### src/rtl/modbus_regmap_pkg.sv
// shared constants for the modbus register bank of the 16-input acquisition device
// assumes a 10 MHz clock and a request port fed by a modbus/tcp server front end
package modbus_regmap_pkg;
    localparam logic [15:0] CMD_ADDR   = 16'h07d6;
    localparam logic [15:0] STAT_ADDR  = 16'h1f3c;
    localparam logic [15:0] DIAG_ADDR  = 16'h1f3d;
    localparam logic [15:0] INPUT_ADDR = 16'h1f40;

    localparam logic [15:0] CMD_CLEAR_CODE = 16'h0080;
    localparam int          STAT_ERR_BIT   = 0;
    localparam int          DIAG_UNDER_BIT = 2;
    localparam int          DIAG_SURGE_BIT = 3;
    localparam int          DIAG_SHORT_BIT = 4;
    localparam int          DIAG_TEMP_BIT  = 10;
    localparam logic [15:0] DIAG_MASK      = 16'h041c;
    localparam logic [15:0] REG_RESET      = 16'h0000;

    localparam logic [7:0] EXC_NONE          = 8'h00;
    localparam logic [7:0] EXC_ILLEGAL_ADDR  = 8'h02;
    localparam logic [7:0] EXC_ILLEGAL_VALUE = 8'h03;
    localparam logic [7:0] EXC_BUSY          = 8'h06;

    localparam int CLK_HZ         = 10_000_000;
    localparam int CONN_READY_MS  = 350;
    localparam int EXCH_READY_MS  = 500;
    localparam int CONN_READY_CYC = CONN_READY_MS * (CLK_HZ / 1000);
    localparam int EXCH_READY_CYC = EXCH_READY_MS * (CLK_HZ / 1000);
    localparam int CNT_W          = 23;

    localparam int CONN_W = 3;
    localparam int SYNC_W = 20;

    typedef enum logic [2:0] {
        ST_BOOT   = 3'b001,
        ST_LISTEN = 3'b010,
        ST_RUN    = 3'b100
    } boot_state_e;
endpackage

### src/rtl/pin_sync.sv
// two-flop synchroniser for a bundle of unrelated level inputs
// assumes each bit is a slow level; bits are not coherent with each other
`timescale 1ns/1ns
module pin_sync #(
    parameter int W = 1
) (
    input  wire logic         clk,
    input  wire logic         rst_n,
    input  wire logic [W-1:0] d,
    output logic      [W-1:0] q
);
    logic [W-1:0] s1_r;
    logic [W-1:0] s2_r;

    always_ff @(posedge clk) begin
        if (!rst_n) begin
            s1_r <= '0;
            s2_r <= '0;
        end else begin
            s1_r <= d;
            s2_r <= s1_r;
        end
    end

    assign q = s2_r;
endmodule

### src/rtl/ready_timer.sv
// counts clock edges after reset release and raises done once limit is reached
// assumes limit is at least one and below two to the power of cnt_w
`timescale 1ns/1ns
module ready_timer
    import modbus_regmap_pkg::*;
#(
    parameter int LIMIT = 1
) (
    input  wire logic clk,
    input  wire logic rst_n,
    output logic      done
);
    logic [CNT_W-1:0] cnt_r;
    logic [CNT_W-1:0] cnt_nxt;
    logic             done_r;
    logic             done_nxt;

    always_comb begin
        cnt_nxt  = cnt_r;
        done_nxt = done_r;
        if (!done_r) begin
            cnt_nxt  = cnt_r + 1'b1;
            done_nxt = (cnt_r == CNT_W'(LIMIT - 1));
        end
    end

    always_ff @(posedge clk) begin
        if (!rst_n) begin
            cnt_r  <= '0;
            done_r <= 1'b0;
        end else begin
            cnt_r  <= cnt_nxt;
            done_r <= done_nxt;
        end
    end

    assign done = done_r;
endmodule

### src/rtl/modbus_input_register_map.sv
// register bank behind the modbus/tcp server of a 16-input acquisition device
// assumes a server front end that presents one decoded register access per cycle
//
// What this block does
// - write to a read-only register is dropped and answered with exception 02
// - command write must have exactly one bit set, otherwise an error
// - command register is write-only; reads of it are refused
// - command bit 7 alone clears the latched i/o warning; others do nothing
// - status bit 0 is one while any diagnostic fault is present or the i/o warning is latched, else zero
// - diagnostic bit 2 follows sensor supply undervoltage
// - diagnostic bit 3 follows sensor supply surge
// - diagnostic bit 4 follows sensor supply short circuit or overload
// - diagnostic bit 10 follows device overtemperature
// - byte 0 holds inputs 1..8, byte 1 holds inputs 9..16, lowest at bit 0
// - the 16-bit input word maps byte-swapped onto one big-endian modbus register, byte 0 in the high byte; diagnostic bits are not swapped
// - byte-wide data sits in the low byte; high byte reads zero
// - connections are accepted within 350 ms of power-up
// - cyclic process data exchange is possible within 500 ms of power-up
// - up to eight client connections, each addressing registers independently
`timescale 1ns/1ns
module modbus_input_register_map
    import modbus_regmap_pkg::*;
#(
    parameter int CONN_CYC = CONN_READY_CYC,
    parameter int EXCH_CYC = EXCH_READY_CYC
) (
    input  wire logic              clk,
    input  wire logic              rst_n,
    input  wire logic              req_valid,
    input  wire logic              req_write,
    input  wire logic [CONN_W-1:0] req_conn,
    input  wire logic [15:0]       req_addr,
    input  wire logic [15:0]       req_wdata,
    output logic                   resp_valid,
    output logic      [CONN_W-1:0] resp_conn,
    output logic      [15:0]       resp_rdata,
    output logic      [7:0]        resp_exc,
    input  wire logic [15:0]       sensor_input_line,
    input  wire logic              supply_under,
    input  wire logic              supply_surge,
    input  wire logic              supply_short,
    input  wire logic              over_temp,
    output logic                   io_warning,
    output logic                   cmd_error,
    output logic                   conn_ready,
    output logic                   exch_ready
);
    logic [SYNC_W-1:0] syn;
    logic              conn_done;
    logic              exch_done;

    pin_sync #(.W(SYNC_W)) u_sync (
        .clk   (clk),
        .rst_n (rst_n),
        .d     ({over_temp, supply_short, supply_surge, supply_under, sensor_input_line}),
        .q     (syn)
    );

    ready_timer #(.LIMIT(CONN_CYC)) u_conn_timer (
        .clk   (clk),
        .rst_n (rst_n),
        .done  (conn_done)
    );

    ready_timer #(.LIMIT(EXCH_CYC)) u_exch_timer (
        .clk   (clk),
        .rst_n (rst_n),
        .done  (exch_done)
    );

    // startup sequencing
    boot_state_e state_r;
    boot_state_e state_nxt;
    logic        conn_ready_r;
    logic        conn_ready_nxt;
    logic        exch_ready_r;
    logic        exch_ready_nxt;

    always_comb begin
        state_nxt = state_r;
        case (state_r)
            ST_BOOT: begin
                if (conn_done) begin
                    state_nxt = ST_LISTEN;
                end
            end
            ST_LISTEN: begin
                if (exch_done) begin
                    state_nxt = ST_RUN;
                end
            end
            ST_RUN: begin
                state_nxt = ST_RUN;
            end
            default: begin
                state_nxt = ST_BOOT;
            end
        endcase
        conn_ready_nxt = (state_nxt != ST_BOOT);
        exch_ready_nxt = (state_nxt == ST_RUN);
    end

    always_ff @(posedge clk) begin
        if (!rst_n) begin
            state_r      <= ST_BOOT;
            conn_ready_r <= 1'b0;
            exch_ready_r <= 1'b0;
        end else begin
            state_r      <= state_nxt;
            conn_ready_r <= conn_ready_nxt;
            exch_ready_r <= exch_ready_nxt;
        end
    end

    // live register contents
    logic [15:0] diag_r;
    logic [15:0] diag_nxt;
    logic [15:0] stat_r;
    logic [15:0] stat_nxt;
    logic [15:0] input_r;
    logic [15:0] input_nxt;
    logic        warn_r;
    logic        warn_nxt;
    logic        clear_cmd;

    always_comb begin
        diag_nxt                 = REG_RESET;
        diag_nxt[DIAG_UNDER_BIT] = syn[16];
        diag_nxt[DIAG_SURGE_BIT] = syn[17];
        diag_nxt[DIAG_SHORT_BIT] = syn[18];
        diag_nxt[DIAG_TEMP_BIT]  = syn[19];
        // input 1 is bit 0 of the first byte on the wire, i.e. the high byte
        input_nxt = {syn[7:0], syn[15:8]};
        // a fault still present in the clearing cycle re-latches: set beats clear
        warn_nxt = (diag_r != REG_RESET) || (warn_r && !clear_cmd);
        stat_nxt               = REG_RESET;
        stat_nxt[STAT_ERR_BIT] = (diag_r != REG_RESET) || warn_r;
    end

    always_ff @(posedge clk) begin
        if (!rst_n) begin
            diag_r  <= REG_RESET;
            stat_r  <= REG_RESET;
            input_r <= REG_RESET;
            warn_r  <= 1'b0;
        end else begin
            diag_r  <= diag_nxt;
            stat_r  <= stat_nxt;
            input_r <= input_nxt;
            warn_r  <= warn_nxt;
        end
    end

    // request decode; every connection is served from the same shared bank
    logic              one_hot;
    logic              resp_valid_r;
    logic              resp_valid_nxt;
    logic [CONN_W-1:0] resp_conn_r;
    logic [CONN_W-1:0] resp_conn_nxt;
    logic [15:0]       resp_rdata_r;
    logic [15:0]       resp_rdata_nxt;
    logic [7:0]        resp_exc_r;
    logic [7:0]        resp_exc_nxt;
    logic              cmd_error_r;
    logic              cmd_error_nxt;

    assign one_hot = (req_wdata != 16'h0000) && ((req_wdata & (req_wdata - 16'h0001)) == 16'h0000);

    always_comb begin
        resp_valid_nxt = req_valid;
        resp_conn_nxt  = req_conn;
        resp_rdata_nxt = REG_RESET;
        resp_exc_nxt   = EXC_NONE;
        cmd_error_nxt  = 1'b0;
        clear_cmd      = 1'b0;
        if (req_valid) begin
            if (!exch_ready_r) begin
                resp_exc_nxt = EXC_BUSY;
            end else begin
                case (req_addr)
                    CMD_ADDR: begin
                        if (!req_write) begin
                            resp_exc_nxt = EXC_ILLEGAL_ADDR;
                        end else if (!one_hot) begin
                            resp_exc_nxt  = EXC_ILLEGAL_VALUE;
                            cmd_error_nxt = 1'b1;
                        end else begin
                            clear_cmd = (req_wdata == CMD_CLEAR_CODE);
                        end
                    end
                    STAT_ADDR, DIAG_ADDR, INPUT_ADDR: begin
                        if (req_write) begin
                            resp_exc_nxt = EXC_ILLEGAL_ADDR;
                        end else if (req_addr == STAT_ADDR) begin
                            // status is byte-wide: high byte forced to zero
                            resp_rdata_nxt = {8'h00, stat_r[7:0]};
                        end else if (req_addr == DIAG_ADDR) begin
                            resp_rdata_nxt = diag_r;
                        end else begin
                            resp_rdata_nxt = input_r;
                        end
                    end
                    default: begin
                        resp_exc_nxt = EXC_ILLEGAL_ADDR;
                    end
                endcase
            end
        end
    end

    always_ff @(posedge clk) begin
        if (!rst_n) begin
            resp_valid_r <= 1'b0;
            resp_conn_r  <= '0;
            resp_rdata_r <= REG_RESET;
            resp_exc_r   <= EXC_NONE;
            cmd_error_r  <= 1'b0;
        end else begin
            resp_valid_r <= resp_valid_nxt;
            resp_conn_r  <= resp_conn_nxt;
            resp_rdata_r <= resp_rdata_nxt;
            resp_exc_r   <= resp_exc_nxt;
            cmd_error_r  <= cmd_error_nxt;
        end
    end

    assign resp_valid = resp_valid_r;
    assign resp_conn  = resp_conn_r;
    assign resp_rdata = resp_rdata_r;
    assign resp_exc   = resp_exc_r;
    assign cmd_error  = cmd_error_r;
    assign io_warning = warn_r;
    assign conn_ready = conn_ready_r;
    assign exch_ready = exch_ready_r;

    logic ro_addr;
    assign ro_addr = (req_addr == STAT_ADDR) || (req_addr == DIAG_ADDR) ||
                     (req_addr == INPUT_ADDR);
    logic bad_cmd;
    assign bad_cmd = req_valid && req_write && req_addr == CMD_ADDR && !one_hot && exch_ready_r;
endmodule

### config.mk
export PLATFORM = sky130hd
export DESIGN_NAME = modbus_input_register_map
export DESIGN_NICKNAME = d
export VERILOG_FILES = /design/src/rtl/modbus_regmap_pkg.sv /design/src/rtl/pin_sync.sv /design/src/rtl/ready_timer.sv /design/src/rtl/modbus_input_register_map.sv
export SDC_FILE = /design/constraint.sdc
export NUM_CORES = 1
export LEC_CHECK = 0
export BUFFER_PORTS_ARGS = -buffer_cell sky130_fd_sc_hd__buf_2
export CAP_MARGIN = 10
export CORE_MARGIN = 2
export CORE_UTILIZATION = 50
export DETAILED_ROUTE_END_ITERATION = 12
export GPL_TIMING_DRIVEN = 0
export PLACE_DENSITY = 0.74
export SKIP_LAST_GASP = 1
export SLEW_MARGIN = 15
export SYNTH_ARGS = -nofsm -noshare
export SYNTH_HDL_FRONTEND = slang
export SYNTH_SLANG_ARGS = --single-unit
### constraint.sdc
create_clock -name clk -period 1.5 [get_ports clk]
set_input_delay 0.075 -clock clk [delete_from_list [all_inputs] [get_ports clk]]
set_output_delay 0.075 -clock clk [all_outputs]
set_load 0.05 [all_outputs]
# Word-level counts from Yosys, hierarchy flattened

Cells that the tools add are included.

Output and inout port bits: 32
Bits of input ports: 59
Register bits after elaboration: 156

Equal/unequal tests: 12
Reduce and logical (&&, ||, !) cells: 14
Add/sub/neg operators: 3
Bitwise gates (word level): 5
Mux-type cells: 18

Operator list:

| kind                  | count |
|---|---|
| $eq 16x13->1 const B  | 3 |
| $add 23x1->23 const B | 2 |
| $reduce_bool 16->1    | 2 |
| $eq 23x22->1 const B  | 1 |
| $eq 23x23->1 const B  | 1 |
| $and 16x16->16        | 1 |
| $eq 16x11->1 const B  | 1 |
| $eq 16x8->1 const B   | 1 |
| $logic_not 16->1      | 1 |
| $mux 16               | 1 |
| $sub 16x1->16 const B | 1 |
| $mux 3                | 3 |
| $pmux 3 s3            | 1 |
| $mux 1                | 8 |
| $mux 8                | 1 |
| $eq 3x3->1 const B    | 2 |
| $mux 2                | 3 |
| $reduce_or 6->1       | 1 |
| $reduce_and 5->1      | 1 |
| $reduce_or 5->1       | 1 |
| $not 1->1             | 4 |
| $pmux 2 s2            | 1 |
| $eq 3x1->1 const B    | 1 |
| $eq 3x2->1 const B    | 1 |
| other kinds (7)       | 9 |

# Depth between registers and ports, before layout

Gate-level depths: netlist of the first run.

Word-level depth: 12
Gate-level depth with buffers: 7

# Modules after synthesis

A second synthesis of the first run with hierarchy kept.

Cells, all modules: 533
Area, all modules: 5283.8 um^2

Modules (own cells, without submodules):

| module                      | seq. area each (um^2) | area each (um^2) | instances | cells an instance |
|---|---|---|---|---|
| modbus_input_register_map   | 1021.0                | 1865.5           | 1         | 191 |
| ready_timer at u_exch_timer | 480.5                 | 1159.9           | 1         | 132 |
| ready_timer at u_conn_timer | 480.5                 | 1151.1           | 1         | 126 |
| pin_sync                    | 800.8                 | 1107.3           | 1         | 84 |

# Worst setup path after synthesis of the first run

No wires, ideal clock.

Kind: flip-flop to flip-flop
From: reg u_exch_timer.cnt_r[8]
To: reg u_exch_timer.cnt_r[21]
Setup slack: -0.153 ns
Arrival time: 1.582 ns
Clock period less this slack: 1.653 ns
Library setup time: 0.070 ns
Stages on the path, launching flop included: 6
Buffers on the path: 0
Path through: dfxtp_1 > and3_1 > and4_1 > nand3_2 > or4_1 > a21oi_1

Cells in the longest elaborated chain, start to end: 1

RTL lines:

| element                  | RTL line          | RTL |
|---|---|---|
| start: declaration       | ready_timer.sv:13 | `logic [CNT_W-1:0] cnt_r;` |
| start signal: assignment | ready_timer.sv:32 | `cnt_r <= cnt_nxt;` |
| $add 23x1->23            | ready_timer.sv:22 | `cnt_nxt = cnt_r + 1'b1;` |

Every way passes these cells.
A chain may end at the register's enable or synchronous reset.

# Worst setup path in the final report of the first run

From: reg u_exch_timer.cnt_r[10]
To: reg u_exch_timer.cnt_r[21]

Same word-level chain as after synthesis.

==> run summary, run 1 <==
Worst setup SP type -> flop
worst skew pair latency -> 0.53 ns
IO Count -> 91
DR WL/cell -> 14.8 um
cell leakage power -> 0.00289 uW
Final Max Tran Viols -> 0
Comb power frac -> 5.7%
antenna violations before repair -> 0
Tot GR Track Use -> 22.3%
total power -> 8390 uW
Switching Share -> 23.0%
Unique masters post-synth -> 58
P_sw -> 1930 uW
slew margin rel. -> 54.4%
Post-synth EDFFs -> 0
share of layout cells above drive strength 1 -> 34.1%
sequential power share -> 45.5%
Clk network pwr share -> 48.9%
Post-Layout Cell Count -> 834
WP data arrival -> 2.11 ns
Top FF cell, synth -> dfxtp_1
Area Overhead vs Synth -> 42.1%
Die Ht -> 105 um
FMAX -> 0.603 GHz
asr flop ratio synth -> 0%
I/O Buffers -> 83
router iterations before antenna repair -> 4
crit path max fanout -> 6
CTS Buf Count -> 17
placed cell areas -> 0.00578 mm^2
Core Rows -> 36
max incr delay on CP -> 0.53 ns
WS Path Type -> reg -> reg
share of the yosys chip area belonging to registers -> 54.8%
CTS tree -> built
Nets -> 750
min-delay worst type -> in -> reg
Syn Area/Cell -> 9.86 um^2
final period utilization -> 111%
Remaining DRCs -> 0
Starting Density -> 51.7%
dpl hpwl -> 7040 um
minimum clock period -> 1.66 ns
Max-Cap Viols -> 0
Via-to-Cell Ratio -> 5.22
Post-Route WL -> 12,400 um
H-tree levels -> 4
busiest layer in global routing -> met2
# diodes -> 0
core area -> 0.00982 mm^2
clk slew on worst S/H paths -> 0.06 ns
clk root buf -> clkbuf_8
CP Cell Sequence -> and3_4 -> and4_4 -> nand3_4 -> or4_4 -> a21oi_2
via count -> 4,352
largest net degree at the start of global routing -> 17
Sink Count -> 139
cell family with most CP delay -> simple AND/OR/NAND/NOR gates
CP max-delay cell -> or4_4
M3 GR Usage -> 6.80%
met2 Track Usage GR -> 38.7%
global-route wire length before repair -> 19,600 um
actual slew at the worst max-slew pin -> 0.685 ns
Post-Synthesis Cells -> 515
Layout Skew -> 0.00906 ns
Routed Antenna Nets -> 0
Synth Warn # -> 0
failing checks -> negative setup slack
die width -> 105 um
status -> complete, but fails checks
drt first-iter violations -> 240
Final Hold Viols -> 0
number of global-route vias before repair -> 4,425
CP bufs+invs -> 0
RSZ-0062 raised after global routing -> true
PwrDens -> 1160 mW/mm^2
GRT overflow -> 0
CP required -> 1.95 ns
fin util -> 73.5%
critical path endpoint category -> flop
IR drop worst, VDD -> 0.956 mV
gpl congestion -> 0.826
Clock Path Buffers -> 2
Internal -> 6450 uW
GR Util met1 -> 25.4%
Syn Std Cell Area -> 0.00508 mm^2
Setup-failing EPs final -> 17
number of synthesized register bits -> 139
die area -> 0.0110 mm^2
worst slack, placed -> -0.541 ns
Placed Cells incl. Taps -> 735
cell area after layout -> 0.00721 mm^2
final worst-path setup slack -> -0.158 ns
==> flip-flops by register name, summed over array words and instances, names as in the netlist <==
signal,cells
conn_ready,1
state_r,3
stat_r,1
input_r,16
diag_r,4
cmd_error,1
u_sync.s1_r,20
u_conn_timer.cnt_r,23
io_warning,1
resp_rdata,16
u_exch_timer.done,1
u_sync.q,20
exch_ready,1
u_conn_timer.done,1
resp_conn,3
u_exch_timer.cnt_r,23
resp_valid,1
resp_exc,3
==> placed cells by master, fill, tap and decap left out, drive strengths merged, types with 3 or more instances in the layout <==
cell,count
a21oi,21
and4,4
nand4,14
conb,5
buf,124
nor2,43
xnor2,10
or3,12
o21ai,11
nand3,17
xor2,18
dlygate4sd3,37
or4,10
clkinv,3
nor2b,4
o31ai,4
nand2,31
nor3,10
nor4,9
inv,10
and2,77
nor3b,3
and3,10
or4b,3
dfxtp,139
clkbuf,34
==> area by class of cell <==
cell class	count	area [um^2]
Inverter	4	15.0
Tap cell	133	166
Clock inverter	13	156
Timing Repair Buffer	154	1060
Clock buffer	18	428
Multi-Input combinational cell	350	2430
Fill cell	660	2610
Sequential cell	139	2830
Buffer	23	131
==> what timing repair did <==
item	CTS	global route
hold endpoints to repair	34	0
setup buffers	20	13
setup endpoints to repair	35	40
pin swaps	16	20
hold buffers	37	0
cloned	1	1
resized for setup	39	39
==> metal layers <==
metal	routed length, um	up-vias	part of all wire [%]
met5	0	-	0
met4	308	0	2.5
met3	705	34	5.7
met2	6190	147	50
met1	5180	2055	42
li1	-	2116	-
==> path summary, 6_finish.rpt <==
| kind | cells past startpoint | start | endpoint | slack [ns] |
|---|---|---|---|---|
| worst max-delay path | 5 | u_exch_timer.cnt_r[10]$_SDFFE_PN0N_ | u_exch_timer.cnt_r[21]$_SDFFE_PN0N_ | -0.16 |
| worst min-delay path | 5 | req_addr[13] | resp_exc[0]$_SDFF_PN0_ | 0.01 |
| worst max register to register | 5 | u_exch_timer.cnt_r[10]$_SDFFE_PN0N_ | u_exch_timer.cnt_r[21]$_SDFFE_PN0N_ | -0.16 |
| worst min register to register | 1 | exch_ready$_SDFF_PN0_ | resp_exc[2]$_SDFF_PN0_ | 0.43 |
==> worst min-delay path, cell delays in order <==
cell and delay [ns]:
buf_2 0.07, nor4b_1 0.05, nand3_1 0.08, nor4_1 0.08, nor3b_1 0.14
==> kinds of logic after synthesis <==
group | after synthesis | share of synthesized area [%]
buf+inv | 31 | 2.93
xor+xnor | 28 | 4.83
fa+ha+maj | 4 | 0.887
flops | 139 | 54.8
other cells | 1 | 0.0738
mux | 4 | 0.838
compound gates | 51 | 6.58
simple gates | 257 | 29.1
==> power by group through the flow <==
| stage | sequential, uW | clock, uW | combinational [uW] |
|---|---|---|---|
| 6_report | 3810 | 4100 | 475 |
| 5_1_grt | 3820 | 4330 | 523 |
| 4_1_cts | 3820 | 4130 | 461 |
| 3_5_place_dp | 3900 | 0 | 370 |
| 3_3_place_gp | 3900 | 0 | 361 |
| 2_1_floorplan | 3930 | 0 | 192 |
==> synthesized netlist by cell type (3+ instances only) <==
master    count  area [um^2]
buf_4         6         45.0
nor2_1       43          161
clkbuf_1     18         67.6
or3_1        11         68.8
o31ai_1       4         30.0
nand2_1      31          116
xnor2_1      10         87.6
and2_1       77          482
nor3b_1       3         22.5
nand3_1      15         75.1
nor2b_1       4         25.0
or4_1         9         67.6
a21oi_1      21          105
nor4_1        8         50.1
dfxtp_1     139         2780
nand4_1      14         87.6
o21ai_0      11         55.1
inv_1         4         15.0
nor3_1        9         45.0
and3_1       10         62.6
and4_1        4         35.0
xor2_1       18          158
==> metrics by stage <==
step | hold WS, ns | TNS (ns)
5_1_grt | 0.0351 | -2.77
3_3_place_gp | 0.280 | -8.83
2_1_floorplan | 0.202 | -0.527
6_report | 0.0140 | -1.13
4_1_cts | -0.000948 | -0.937
3_5_place_dp | 0.284 | -11.12
(Power assumes the default switching activity.)
==> run 2: changes to the inputs <==
--- a/config.mk
+++ b/config.mk
@@ -5,13 +5,13 @@
 export SDC_FILE = /design/constraint.sdc
 export NUM_CORES = 1
 export LEC_CHECK = 0
+export ABC_AREA = 1
 export BUFFER_PORTS_ARGS = -buffer_cell sky130_fd_sc_hd__buf_2
 export CAP_MARGIN = 10
 export CORE_MARGIN = 2
 export CORE_UTILIZATION = 50
 export DETAILED_ROUTE_END_ITERATION = 12
-export GPL_TIMING_DRIVEN = 0
-export PLACE_DENSITY = 0.74
+export PLACE_DENSITY = 0.73
 export SKIP_LAST_GASP = 1
 export SLEW_MARGIN = 15
 export SYNTH_ARGS = -nofsm -noshare
==> run 2 against run 1 <==
  * The run still ends with negative setup slack left
  * Die area increased by 8.9%
  * Global-route usage decreased by 0.50 points
  * Via count increased by 21%
  * Critical path depth increased by 5
  * Synthesized cell count increased by 45%
  * Power increased by 0.86%
  * Non-clock buffer count decreased by 11
  * Fmax increased by 0.87%
  * Worst setup slack improved by 0.014 ns
  * Critical path type unchanged
  * Largest power group unchanged
==> run summary, run 2 <==
PwrDens -> 1110 mW/mm^2 (was 1160 mW/mm^2)
share of layout cells above drive strength 1 -> 25.6% (was 34.1%)
top cells by count, synth -> 160 x nand2_1, 146 x inv_1, 139 x dfxtp_1 (was 139 x dfxtp_1, 77 x and2_1, 43 x nor2_1)
CP required -> 1.90 ns (was 1.95 ns)
core area -> 0.0108 mm^2 (was 0.00982 mm^2)
Setup-failing EPs final -> 16 (was 17)
most frequent cell after synthesis -> nand2_1 (was dfxtp_1)
fin util -> 70.5% (was 73.5%)
Sink Count -> 139 (unchanged)
critical path endpoint category -> flop (unchanged)
Top FF cell, synth -> dfxtp_1 (unchanged)
Syn Area/Cell -> 7.43 um^2 (was 9.86 um^2)
final period utilization -> 110% (was 111%)
number of global-route vias before repair -> 4,981 (was 4,425)
via count -> 5,264 (was 4,352)
largest net degree at the start of global routing -> 83 (was 17)
Post-Route WL -> 13,600 um (was 12,400 um)
total power -> 8460 uW (was 8390 uW)
FMAX -> 0.608 GHz (was 0.603 GHz)
Post-Synthesis Cells -> 747 (was 515)
IO Count -> 91 (unchanged)
clk slew on worst S/H paths -> 0.07 ns (was 0.06 ns)
most frequent cells in the layout -> 155 x nand2_1, 141 x inv_1, 133 x dfxtp_1 (was 116 x dfxtp_1, 84 x buf_2, 77 x and2_1)
Clock Path Buffers -> 2 (unchanged)
CTS tree -> built (unchanged)
Post-synth EDFFs -> 0 (unchanged)
antenna violations before repair -> 0 (unchanged)
WS Path Type -> reg -> reg (unchanged)
commonest non-fill, non-tap cell in the layout -> nand2_1 (was dfxtp_1)
IR drop worst, VDD -> 0.812 mV (was 0.956 mV)
die area -> 0.0120 mm^2 (was 0.0110 mm^2)
dpl hpwl -> 8250 um (was 7040 um)
gpl congestion -> 0.876 (was 0.826)
Worst setup SP type -> flop (unchanged)
worst skew pair latency -> 0.52 ns (was 0.53 ns)
Largest regs -> u_conn_timer.cnt_r x23, u_exch_timer.cnt_r x23 (unchanged)
number of synthesized register bits -> 139 (unchanged)
failing checks -> negative setup slack (unchanged)
H-tree levels -> 4 (unchanged)
GRT overflow -> 0 (unchanged)
Starting Density -> 51.2% (was 51.7%)
RSZ-0062 raised after global routing -> true (unchanged)
Final Max Tran Viols -> 0 (unchanged)
area leader, netlist -> dfxtp_1 (unchanged)
DR WL/cell -> 12.7 um (was 14.8 um)
worst slack, placed -> -0.333 ns (was -0.541 ns)
Area Overhead vs Synth -> 37.6% (was 42.1%)
Via-to-Cell Ratio -> 4.92 (was 5.22)
status -> complete, but fails checks (unchanged)
clk root buf -> clkbuf_8 (unchanged)
global-route wire length before repair -> 20,900 um (was 19,600 um)
Layout Skew -> 0.0100 ns (was 0.00906 ns)
share of the yosys chip area belonging to registers -> 50.1% (was 54.8%)
Final Hold Viols -> 0 (unchanged)
Core Rows -> 38 (was 36)
Synth top area share -> 50.1% (was 54.8%)
Unique masters post-synth -> 39 (was 58)
die width -> 109 um (was 105 um)
top post-synthesis cells by area -> dfxtp_1 50%, nand2_1 11%, inv_1 9.9%, nor2_1 6.5%, a21oi_1 3.2% (was dfxtp_1 55%, and2_1 9.5%, nor2_1 3.2%, xor2_1 3.1%, nand2_1 2.3%)
Syn Std Cell Area -> 0.00555 mm^2 (was 0.00508 mm^2)
Die Ht -> 109 um (was 105 um)
crit path max fanout -> 4 (was 6)
min-delay worst type -> in -> reg (unchanged)
Max-Cap Viols -> 0 (unchanged)
router iterations before antenna repair -> 5 (was 4)
# diodes -> 0 (unchanged)
CTS Buf Count -> 17 (unchanged)
asr flop ratio synth -> 0% (unchanged)
final worst-path setup slack -> -0.144 ns (was -0.158 ns)
cell leakage power -> 0.00373 uW (was 0.00289 uW)
WP data arrival -> 2.04 ns (was 2.11 ns)
Routed Antenna Nets -> 0 (unchanged)
Nets -> 977 (was 750)
I/O Buffers -> 85 (was 83)
drt first-iter violations -> 454 (was 240)
Tot GR Track Use -> 21.8% (was 22.3%)
Synth Warn # -> 0 (unchanged)
minimum clock period -> 1.64 ns (was 1.66 ns)
Remaining DRCs -> 0 (unchanged)
-- run 2: worst paths after layout --
| path | cells after the start | slack (ns) | to | startpoint |
|---|---|---|---|---|
| max | 10 | -0.14 | u_conn_timer.cnt_r[15]$_SDFFE_PN0N_ | u_conn_timer.cnt_r[1]$_SDFFE_PN0N_ |
| min | 7 | 0.03 | io_warning$_SDFF_PN0_ | req_wdata[14] |
| max reg2reg | 10 | -0.14 | u_conn_timer.cnt_r[15]$_SDFFE_PN0N_ | u_conn_timer.cnt_r[1]$_SDFFE_PN0N_ |
| min reg2reg | 2 | 0.41 | u_sync.q[1]$_SDFF_PN0_ | u_sync.s1_r[1]$_SDFF_PN0_ |
-- run 2: layout make-up --
| class | instances | area, um^2 |
|---|---|---|
| clock inverter | 14 | 156 |
| tap | 140 | 175 |
| fill | 766 | 3200 |
| timing repair buffer | 166 | 1140 |
| clock buffer | 18 | 428 |
| multi-input combinational | 445 | 2390 |
| inverter | 147 | 554 |
| sequential | 139 | 2800 |
-- run 2: power by group --
group	switching [uW]	internal, uW	leakage [uW]
clock network	1660	2450	0.000288
registers	43.5	3790	0.00114
logic	308	218	0.00230
-- run 2: timing repair --
action                                 in CTS  in global routing
buffers inserted                           12                 10
setup endpoints to repair                  17                 32
hold buffers                               28                  0
pin swaps                                  10                 21
resized for setup                          34                 51
endpoints found under the hold margin      35                  0
-- run 2: cell families (layout without fill, tap and decap cells) --
logic type | Yosys count | count (layout) | share of synthesized area (%)
simple gates | 360 | 360 | 29.4
buf+inv | 167 | 345 | 11.8
flops | 139 | 139 | 50.1
compound gates | 68 | 68 | 6.54
xor+xnor | 10 | 10 | 1.58
fa+ha+maj | 2 | 2 | 0.451
other cells | 1 | 5 | 0.0676
-- run 2: metal layers --
metal,wire length [um],vias up,GRT usage (%),share of wire [%]
met5,0,-,0,0
met4,219,0,8.95,1.6
met3,743,26,4.68,5.5
met2,6810,178,39.1,50
met1,5810,2432,25.2,43
li1,-,2628,-,-
-- run 2: metrics by stage --
stage | hold WS (ns) | setup TNS [ns] | instances | cell area [um^2]
detailed placement | 0.263 | -1.32 | 988 | 6310
global route | 0.0471 | -2.73 | 1069 | 7640
CTS | 0.0105 | -0.928 | 1060 | 7410
floorplan | 0.173 | 0 | 751 | 5560
global placement | 0.254 | -0.130 | 988 | 6310
finish | 0.0281 | -0.886 | 1069 | 7640
-- run 2: critical path: stages (launching register included) --
cell and delay (ns):
dfxtp_4 0.36, buf_6 0.10, nand2_4 0.05, nor3_4 0.21, nand3_2 0.17, nor2_4 0.15, nand2_4 0.08, nor2_4 0.14
nand2_2 0.07, xor2_1 0.15, nor2_1 0.06
